**config.mk**
```make
export PLATFORM = sky130hd
export DESIGN_NAME = rbps_top
export DESIGN_NICKNAME = d
export VERILOG_FILES = /design/src/logic/rbps_pkg.sv /design/src/logic/rbps_serial_route.sv /design/src/logic/rbps_top.sv
export SDC_FILE = /design/constraint.sdc
export NUM_CORES = 1
export LEC_CHECK = 0
export BUFFER_PORTS_ARGS = -buffer_cell sky130_fd_sc_hd__buf_2
export CORE_ASPECT_RATIO = 0.9
export CORE_MARGIN = 8
export CORE_UTILIZATION = 49
export DETAILED_ROUTE_END_ITERATION = 16
export PLACE_DENSITY = 0.86
export RECOVER_POWER = 100
export SLEW_MARGIN = 0
export SYNTH_ARGS = -nofsm -noshare
export SYNTH_HDL_FRONTEND = slang
export SYNTH_HIERARCHICAL = 1
export SYNTH_SLANG_ARGS = --single-unit
```
**constraint.sdc**
```tcl
create_clock -name ref_clk_i -period 6.7 [get_ports ref_clk_i]
set_input_delay 1.005 -clock ref_clk_i [delete_from_list [all_inputs] [get_ports ref_clk_i]]
set_output_delay 1.005 -clock ref_clk_i [all_outputs]
set_load 0.01 [all_outputs]
```
**src/logic/rbps_pkg.sv**
```systemverilog
// Constants for the reset configuration and external bus pin select block.
// Assumes a 16-bit CPU I/O port space and a 10 MHz reference clock.
package rbps_pkg;

  // Register location and layout.
  localparam logic [15:0] SEL_ADDR       = 16'h1C00;
  localparam logic [15:0] SEL_RESET      = 16'h0000;
  localparam logic [15:0] SEL_WRITE_MASK = 16'h7F3F;
  localparam logic [15:0] SEL_RSVD_VALUE = 16'h0000;
  localparam int          RSVD_BIT       = 15;
  localparam int          PP_MSB         = 14;
  localparam int          PP_LSB         = 12;
  localparam int          SP1_MSB        = 11;
  localparam int          SP1_LSB        = 10;
  localparam int          SP2_MSB        = 9;
  localparam int          SP2_LSB        = 8;
  localparam int          AGPIO_MSB      = 5;
  localparam int          AGPIO_LSB      = 0;

  // Pin counts.
  localparam int PP_PINS    = 21;
  localparam int SP_PINS    = 6;
  localparam int ADDR_PINS  = 6;

  // Parallel port route codes.
  localparam logic [2:0] PP_LCD16          = 3'h0;
  localparam logic [2:0] PP_SPI_GPIO       = 3'h1;
  localparam logic [2:0] PP_LCD8_GPIO      = 3'h2;
  localparam logic [2:0] PP_LCD8_SPI_I2S3  = 3'h3;
  localparam logic [2:0] PP_LCD8_I2S2_UART = 3'h4;
  localparam logic [2:0] PP_LCD8_SPI_UART  = 3'h5;

  // Serial port route codes.
  localparam logic [1:0] SP_CARD     = 2'h0;
  localparam logic [1:0] SP_I2S_GPIO = 2'h1;
  localparam logic [1:0] SP_GPIO     = 2'h2;

endpackage

```
**src/logic/rbps_serial_route.sv**
```systemverilog
// Pin router for one six-pin serial port: card, audio plus GPIO, or GPIO.
// Assumes the mode given is the value the select register takes this edge.
`timescale 1ns/1ps
module rbps_serial_route (
  // Clock and control
  input  wire logic       ref_clk_i,
  input  wire logic       reset_i,
  input  wire logic       ce_i,
  input  wire logic [1:0] next_mode_i,
  // Peripheral sources
  input  wire logic [5:0] card_out_i,
  input  wire logic [3:0] i2s_out_i,
  input  wire logic [5:0] gpio_out_i,
  input  wire logic [5:0] gpio_oe_n_i,
  // Pads
  output logic      [5:0] pin_o,
  output logic      [5:0] pin_oe_n_o
);

  logic [5:0] next_pin;
  logic [5:0] next_oe_n;

  always_comb begin
    case (next_mode_i)
      rbps_pkg::SP_CARD: begin
        next_pin  = card_out_i;
        next_oe_n = 6'h00;
      end
      rbps_pkg::SP_I2S_GPIO: begin
        next_pin  = {gpio_out_i[5:4], i2s_out_i};
        next_oe_n = {gpio_oe_n_i[5:4], 4'h0};
      end
      rbps_pkg::SP_GPIO: begin
        next_pin  = gpio_out_i;
        next_oe_n = gpio_oe_n_i;
      end
      default: begin
        // The reserved code releases every pin rather than guess a route.
        next_pin  = 6'h00;
        next_oe_n = 6'h3F;
      end
    endcase
  end

  always_ff @(posedge ref_clk_i) begin
    if (reset_i) begin
      pin_o      <= 6'h00;
      pin_oe_n_o <= 6'h3F;
    end else if (ce_i) begin
      pin_o      <= next_pin;
      pin_oe_n_o <= next_oe_n;
    end
  end
endmodule

```
**src/logic/rbps_top.sv**
```systemverilog
// Reset clock-source strap and external bus pin selection register.
// Assumes a CPU I/O port bus on ref_clk_i and pad logic outside.
//
// Contract
// - Select pin low: internal oscillator clocks everything.
// - Select pin high: external clock feeds clock generator.
// - Register routes peripherals onto 21 parallel pins.
// - Register routes audio or card to serial ports.
// - Register decoded at I/O port 0x1C00.
// - New routing takes effect next CPU clock.
// - Each address pin 20..15 selectable as GPIO.
// - Bit 15 reserved, reads fixed, ignores writes.
// - Bits 14:12 pick parallel port routing mode.
// - Bits 11:10 pick serial port 1 routing.
`timescale 1ns/1ps
module rbps_top (
  // Clock, reset, enable
  input  wire logic        ref_clk_i,
  input  wire logic        reset_i,
  input  wire logic        ce_i,
  // Clock source strap pin
  input  wire logic        clk_src_sel_i,
  // CPU I/O port bus
  input  wire logic [15:0] io_addr_i,
  input  wire logic        io_wr_i,
  input  wire logic        io_rd_i,
  input  wire logic [15:0] io_wdata_i,
  output logic      [15:0] io_rdata_o,
  // Clock source selection
  output logic             main_clk_ext_o,
  // Parallel port sources
  input  wire logic [20:0] lcd_out_i,
  input  wire logic [6:0]  spi_out_i,
  input  wire logic [3:0]  uart_out_i,
  input  wire logic [3:0]  i2s2_out_i,
  input  wire logic [3:0]  i2s3_out_i,
  input  wire logic [7:0]  pp_gpio_out_i,
  input  wire logic [7:0]  pp_gpio_oe_n_i,
  // Parallel port pads
  output logic      [20:0] pp_pin_o,
  output logic      [20:0] pp_pin_oe_n_o,
  // Serial port sources
  input  wire logic [5:0]  sp1_card_out_i,
  input  wire logic [3:0]  sp1_i2s_out_i,
  input  wire logic [5:0]  sp1_gpio_out_i,
  input  wire logic [5:0]  sp1_gpio_oe_n_i,
  input  wire logic [5:0]  sp2_card_out_i,
  input  wire logic [3:0]  sp2_i2s_out_i,
  input  wire logic [5:0]  sp2_gpio_out_i,
  input  wire logic [5:0]  sp2_gpio_oe_n_i,
  // Serial port pads
  output logic      [5:0]  sp1_pin_o,
  output logic      [5:0]  sp1_pin_oe_n_o,
  output logic      [5:0]  sp2_pin_o,
  output logic      [5:0]  sp2_pin_oe_n_o,
  // Memory address pin sources and pads
  input  wire logic [5:0]  emif_addr_i,
  input  wire logic [5:0]  addr_gpio_out_i,
  input  wire logic [5:0]  addr_gpio_oe_n_i,
  output logic      [5:0]  memory_address_pins_o,
  output logic      [5:0]  memory_address_pins_oe_n_o
);

  logic [2:0]  sel_sync;
  logic [15:0] external_bus_pin_select;
  logic [15:0] next_select;
  logic        sel_hit;
  logic [20:0] next_pp_pin;
  logic [20:0] next_pp_oe_n;
  logic [5:0]  next_agpio;

  // Strap is sampled every cycle that ce_i is high but only trusted while reset holds.
  always_ff @(posedge ref_clk_i) begin
    if (ce_i) begin
      sel_sync <= {sel_sync[1:0], clk_src_sel_i};
    end
  end

  // The source stays frozen after release, so a strap change is ignored.
  always_ff @(posedge ref_clk_i) begin
    if (ce_i && reset_i && sel_sync[1] == sel_sync[2]) begin
      main_clk_ext_o <= sel_sync[2];
    end
  end

  assign sel_hit = (io_addr_i == rbps_pkg::SEL_ADDR);

  always_comb begin
    next_select = external_bus_pin_select;
    if (io_wr_i && sel_hit) begin
      next_select = (io_wdata_i & rbps_pkg::SEL_WRITE_MASK) |
                    rbps_pkg::SEL_RSVD_VALUE;
    end
  end

  always_ff @(posedge ref_clk_i) begin
    if (reset_i) begin
      external_bus_pin_select <= rbps_pkg::SEL_RESET;
    end else if (ce_i) begin
      external_bus_pin_select <= next_select;
    end
  end

  always_ff @(posedge ref_clk_i) begin
    if (reset_i) begin
      io_rdata_o <= 16'h0000;
    end else if (ce_i) begin
      if (io_rd_i && sel_hit) begin
        io_rdata_o <= external_bus_pin_select;
      end else begin
        io_rdata_o <= 16'h0000;
      end
    end
  end

  // Routing is computed from the incoming value so pins follow a write
  // at the same edge that stores it.
  always_comb begin
    next_pp_pin  = 21'h000000;
    next_pp_oe_n = 21'h1FFFFF;
    case (next_select[rbps_pkg::PP_MSB:rbps_pkg::PP_LSB])
      rbps_pkg::PP_LCD16: begin
        next_pp_pin  = lcd_out_i;
        next_pp_oe_n = 21'h000000;
      end
      rbps_pkg::PP_SPI_GPIO: begin
        next_pp_pin  = {uart_out_i, i2s2_out_i, pp_gpio_out_i[5:0],
                        spi_out_i};
        next_pp_oe_n = {8'h00, pp_gpio_oe_n_i[5:0], 7'h00};
      end
      rbps_pkg::PP_LCD8_GPIO: begin
        next_pp_pin  = {5'h00, pp_gpio_out_i, lcd_out_i[7:0]};
        next_pp_oe_n = {5'h1F, pp_gpio_oe_n_i, 8'h00};
      end
      rbps_pkg::PP_LCD8_SPI_I2S3: begin
        next_pp_pin  = {5'h00, i2s3_out_i, spi_out_i[3:0], lcd_out_i[7:0]};
        next_pp_oe_n = {5'h1F, 16'h0000};
      end
      rbps_pkg::PP_LCD8_I2S2_UART: begin
        next_pp_pin  = {5'h00, uart_out_i, i2s2_out_i, lcd_out_i[7:0]};
        next_pp_oe_n = {5'h1F, 16'h0000};
      end
      rbps_pkg::PP_LCD8_SPI_UART: begin
        next_pp_pin  = {5'h00, uart_out_i, spi_out_i[3:0], lcd_out_i[7:0]};
        next_pp_oe_n = {5'h1F, 16'h0000};
      end
      default: begin
        next_pp_pin  = 21'h000000;
        next_pp_oe_n = 21'h1FFFFF;
      end
    endcase
  end

  always_ff @(posedge ref_clk_i) begin
    if (reset_i) begin
      pp_pin_o      <= 21'h000000;
      pp_pin_oe_n_o <= 21'h1FFFFF;
    end else if (ce_i) begin
      pp_pin_o      <= next_pp_pin;
      pp_pin_oe_n_o <= next_pp_oe_n;
    end
  end

  assign next_agpio = next_select[rbps_pkg::AGPIO_MSB:rbps_pkg::AGPIO_LSB];

  always_ff @(posedge ref_clk_i) begin
    if (reset_i) begin
      memory_address_pins_o      <= 6'h00;
      memory_address_pins_oe_n_o <= 6'h00;
    end else if (ce_i) begin
      for (int i = 0; i < rbps_pkg::ADDR_PINS; i++) begin
        if (next_agpio[i]) begin
          memory_address_pins_o[i]      <= addr_gpio_out_i[i];
          memory_address_pins_oe_n_o[i] <= addr_gpio_oe_n_i[i];
        end else begin
          memory_address_pins_o[i]      <= emif_addr_i[i];
          memory_address_pins_oe_n_o[i] <= 1'b0;
        end
      end
    end
  end

  rbps_serial_route u_sp1 (
    .ref_clk_i   (ref_clk_i),
    .reset_i     (reset_i),
    .ce_i        (ce_i),
    .next_mode_i (next_select[rbps_pkg::SP1_MSB:rbps_pkg::SP1_LSB]),
    .card_out_i  (sp1_card_out_i),
    .i2s_out_i   (sp1_i2s_out_i),
    .gpio_out_i  (sp1_gpio_out_i),
    .gpio_oe_n_i (sp1_gpio_oe_n_i),
    .pin_o       (sp1_pin_o),
    .pin_oe_n_o  (sp1_pin_oe_n_o)
  );

  rbps_serial_route u_sp2 (
    .ref_clk_i   (ref_clk_i),
    .reset_i     (reset_i),
    .ce_i        (ce_i),
    .next_mode_i (next_select[rbps_pkg::SP2_MSB:rbps_pkg::SP2_LSB]),
    .card_out_i  (sp2_card_out_i),
    .i2s_out_i   (sp2_i2s_out_i),
    .gpio_out_i  (sp2_gpio_out_i),
    .gpio_oe_n_i (sp2_gpio_oe_n_i),
    .pin_o       (sp2_pin_o),
    .pin_oe_n_o  (sp2_pin_oe_n_o)
  );
endmodule
```
* Word level (Yosys, flattened, before mapping) *
Cells that the tools add are included.

cells by class
  eq/ne operators = 11
  multiplexer cells = 20
  reduce and logical (&&, ||, !) cells = 8

operators with widths
  operator                                                           number
  21-bit one-hot mux with 6 select lines                             1
  21-bit one-hot mux with 4 select lines                             1
  6-bit one-hot mux with 3 select lines                              4
  15-bit 2-to-1 mux                                                  2
  16-bit by 13-bit == test with 1-bit output, second input constant  1
  1-bit 2-to-1 mux                                                   12
  3-bit by 2-bit == test with 1-bit output, second input constant    2
  3-bit == test, second input constant                               2
  2-bit by 1-bit == test with 1-bit output, second input constant    2
  2-bit == test, second input constant                               2
  1-bit logical AND                                                  4
  2-bit zero test                                                    2
  3-bit by 1-bit == test with 1-bit output, second input constant    1
  3-bit zero test                                                    1
  3-bit OR reduction                                                 1
  1-bit == test                                                      1

word-level totals
  register bits = 111
  output and inout bits = 95
  word-level logic and storage cells = 51

* Depth between registers and ports, before layout *
  word-level depth = 6
  depth in mapped cells = 10
  mapped depth without buffers = 7

* By module *
The synthesis kept the hierarchy.

by module, submodules not included
  module             instances  cells each  area an instance (µm²)  sequential area each (µm²)
  rbps_top           1          418         3739.8                  1521.5
  rbps_serial_route  2          67          569.3                   240.2

* Worst setup path before layout *
No wires, ideal clock.

  path type = input to register
  start point = input port io_addr_i[4]
  end point = register u_sp1.pin_o[0]
  library setup time = 0.132 ns
  arrival = 2.887 ns
  required time = 6.568 ns
  setup slack = 3.681 ns
  stages on the path = 10
  path buffers = 4
  path through = nor4_4 -> nand4_2 -> nor2_2 -> buf_6 -> buf_4 -> mux2_2 -> buf_6 -> buf_6 -> a211oi_1 -> nor3_1

between the ends
  longest elaborated chain between the ends = 5

RTL lines
  what                                          line                     text
  start: declaration                            rbps_top.sv:24           input wire logic [15:0] io_addr_i,
  16-bit by 13-bit == test with 1-bit output *  rbps_top.sv:86           assign sel_hit = (io_addr_i == rbps_pkg::SEL_ADDR);
  1-bit logical AND *                           rbps_top.sv:90           if (io_wr_i && sel_hit) begin
  15-bit 2-to-1 mux *                           rbps_top.sv:90
  net next_select[10]                           rbps_top.sv:66           logic [15:0] next_select;
  2-bit == test, or another cell as far along   rbps_serial_route.sv:24  case (next_mode_i)
  6-bit one-hot mux with 3 select lines *       rbps_serial_route.sv:24
  end signal: assignment                        rbps_serial_route.sv:50  pin_o <= next_pin;
  end: declaration                              rbps_serial_route.sv:16  output logic [5:0] pin_o,

Mark *: on every way through the listed nets, which the timed path passes. The rest lies on a longest branch.
A chain may end at the register's enable or synchronous reset.

* Worst setup path in the final report *
  start point = input port io_addr_i[1]
  end point = register pp_pin_o[14]

between the ends
  longest elaborated chain between the ends = 5

RTL lines
  what                                          line             text
  16-bit by 13-bit == test with 1-bit output *  rbps_top.sv:86
  1-bit logical AND *                           rbps_top.sv:90
  15-bit 2-to-1 mux *                           rbps_top.sv:90
  3-bit == test, or another cell as far along   rbps_top.sv:121  case (next_select[rbps_pkg::PP_MSB:rbps_pkg::PP_LSB])
  21-bit one-hot mux with 6 select lines *      rbps_top.sv:121
  end signal: assignment                        rbps_top.sv:159  pp_pin_o <= next_pp_pin;
  end: declaration                              rbps_top.sv:40   output logic [20:0] pp_pin_o,

Every way passes the cells marked *; elsewhere a longest branch is shown, timed or not.

==> impl_metrics.ini <==
[run_status]
status = finished with violations
violations = capacitance limit, slew limit

[clock_tree]
clock_sinks = 98
cts_setup_buffers = 0
cts_hold_buf = 0
cts_root_buffer = clkbuf_8
cts_tree = yes
post_cts_resized = 0
numCtsBuffers = 9
clock_path_buffers = 2
clkSlewWorstSetupHoldPaths_ns = 0.09
cts_htree_levels = 3
worstSkewPairLatency_ns = 0.36

[flow_run]
cap_violations = 2

[power]
p_int_uw = 924.4
p_comb_share_pct = 17.4
ir_drop_uv = 182.7
switching_share_pct = 27.66
p_clk_share_pct = 32.5
leakage_uw = 0.002509
powerDensity_mw_per_mm2 = 211.2
p_seq_share_pct = 50.1
power_switching_uw = 353.5

[timing]
timing_hold_violations_final = 0
rsz0062_at_grt = false
tns_ns = 0
post-route-period-util_pct = 70.85
worst_slew_pin_slew_ns = 1.900
min_period_ns = 4.747
fmax_mhz = 210.7
hold_slack_ns = 0.4343
setup-violations-final = 0
slew_viol_final = 55
fin_skew_ns = 0.007588
max_slew_margin_pct = -27.12

[yosys]
synthDistinctLibCells = 58
syn-cell-area_mm2 = 0.004878
yosysWarningCount = 6
synth-seq-cells = 98
synthCells = 552
synth_async_sr_flop_share_pct = 0
synth_edf_count = 4
ys_seq_area_share_pct = 41.04
yosys_most_used_dff = dfxtp_1
synthesis.area_per_instance_um2 = 8.838

[detailed_routing]
drt_iter0_markers = 421
routed_wl_um = 16520
route.detailed.drc = 0
vias = 5062
drt-wirelength-per-cell_um = 18.56
ant_nets = 0
dr.pass1.iters = 5
via_per_inst = 5.688

[worst_setup_path]
critPathKind = in2reg
reg2reg_slack_ns = 4.50
r2r_start = external_bus_pin_select[13]
arrival_ns = 4.96
startpoint_type = primary input
crit_fanout = 20
ff2ff_path_depth = 5
worstSetupEndpointType = flip-flop
r2r_end = pp_pin_oe_n_o[13]
crit_required_ns = 6.91

[worst_hold_path]
holdCritStartpoint = sel_sync[0]
hold_path_class = reg2reg
worstHoldPathCells = 0
min_to = sel_sync[1]

[floorplan]
io_pins = 251
initial_core_util_pct = 50.30
die_width_um = 121.2
die_h_um = 110.7
die-area_mm2 = 0.01341
coreArea_mm2 = 0.009699
placementRows = 34

[layout]
drive_gt1_share_pct = 23.56
nFillCells = 892
final_cell_mix = buf_2 (152), clkbuf_1 (94), dfxtp_1 (94)
final_common_cell = buf_2
nets = 915
syn_to_final_growth_pct = 24.03
fin_cells = 890
insertedDiodeCount = 0
multi_input_area_mm2 = 0.002509
post-route-cell-area_mm2 = 0.006051
final-seq-area_mm2 = 0.002002

[placement]
io_buffers = 244
dpl.hpwl_um = 12380
dp.cells = 874
gp_congestion = 0.8944
dpl_cell_area_mm2 = 0.005997

[global_routing]
track_usage_pct = 23.34
grt_pass1_wl_um = 25650
grt_overflow = 0
grt_max_degree = 94
antenna_found_initial = 0
grt_pass1_vias = 5113
[flip-flops by register name, summed over array words and instances, names as in the netlist]
signal / cells
u_sp1/pin_o: 6
sel_sync: 3
external_bus_pin_select: 13
pp_pin_o: 21
u_sp1/pin_oe_n_o: 6
u_sp2/pin_oe_n_o: 6
memory_address_pins_o: 6
pp_pin_oe_n_o: 11
u_sp2/pin_o: 6
io_rdata_o: 13
memory_address_pins_oe_n_o: 6
main_clk_ext_o: 1
[Yosys cell counts, types with 2 or more instances]
master,n,area [um^2]
a211o_1,7,61.31
a211oi_1,30,225.2
a21boi_0,9,67.56
a21oi_1,34,170.2
a221oi_1,5,43.79
a22o_1,5,43.79
a22oi_1,13,97.59
a2bb2oi_1,6,52.55
a311oi_1,4,35.03
a32o_1,5,50.05
a32oi_1,8,70.07
a41oi_1,5,43.79
and2b_2,2,17.52
and3_1,8,50.05
and4_1,2,17.52
buf_2,8,40.04
buf_4,15,112.6
buf_6,5,56.30
clkbuf_1,25,93.84
dfxtp_1,94,1882
edfxtp_1,4,120.1
inv_1,8,30.03
mux2_2,7,78.83
mux2i_1,21,210.2
nand2_1,29,108.9
nand2b_1,4,25.02
nand3_1,19,95.09
nand3b_1,7,52.55
nand4_1,7,43.79
nor2_1,57,214.0
nor2_2,2,12.51
nor2b_1,20,125.1
nor3_1,9,45.04
nor4_4,2,42.54
o211ai_1,2,15.01
o21ai_0,32,160.2
o21ai_1,4,20.02
o22ai_1,8,50.05
[area by class of cell]
cell class              instances  area share, %
well taps                     126          2.605
repair buffers                248          18.71
inverters                       9         0.5583
flip-flops and latches         98          33.09
multi-input cells             393          41.46
clock inverters                 6          1.468
clock buffers                  10          2.109
[per-stage QoR]
stage | total power [uW] | setup WS [ns] | util (%)
3_3_place_gp | 875.3 | 2.809 | 61.83
4_1_cts | 1299 | 3.092 | 64.06
6_report | 1278 | 1.953 | 62.38
3_5_place_dp | 883.9 | 2.669 | 61.83
5_1_grt | 1343 | 1.699 | 62.38
2_1_floorplan | 779.4 | 3.681 | -
[cells by family after synthesis]
kind of cell,synth area share (%)
and+or+nand+nor,19.36
AOI/OAI and AO/OA,25.98
xor gates and xnor gates,0.3591
buffers and inverters,6.976
DFF,41.04
muxes,6.207
other,0.07687
[worst max-delay path by stage]
stage	startpoint	to	slack (ns)
CTS	io_addr_i[4]	u_sp2/pin_o[5]	3.09
finish	io_addr_i[1]	pp_pin_o[14]	1.95
floorplan	io_addr_i[4]	u_sp1/pin_o[0]	3.68
global route	io_addr_i[1]	pp_pin_o[14]	1.70
global placement	io_addr_i[4]	u_sp1/pin_o[4]	2.81
detailed placement	io_addr_i[4]	u_sp2/pin_o[5]	2.67
[layer usage]
metal,vias to the layer above,share of wire [%],track usage [%]
met1,2338,41,28.94
met2,250,47,38.70
met5,-,0,0
met3,24,10,6.415
met4,0,1.7,6.327
li1,2450,-,-
[critical path, stage by stage]
cell,delay [ns]
buf_2,0.10
nor4_1,0.53
nand4_1,0.30
nor2_1,1.48
o21ai_0,0.84
a221oi_1,0.55
a311oi_1,0.15
[power groups by stage]
| stage | combinational [uW] | sequential (uW) | clock (uW) |
|---|---|---|---|
| final | 222 | 640 | 415 |
| after global routing | 242 | 645 | 456 |
| after CTS | 232 | 639 | 427 |
| after detailed placement | 231 | 652 | 0 |
| after global placement | 225 | 650 | 0 |
| after floorplan | 116 | 663 | 0 |
No activity file was read; power rests on OpenSTA's default activity.
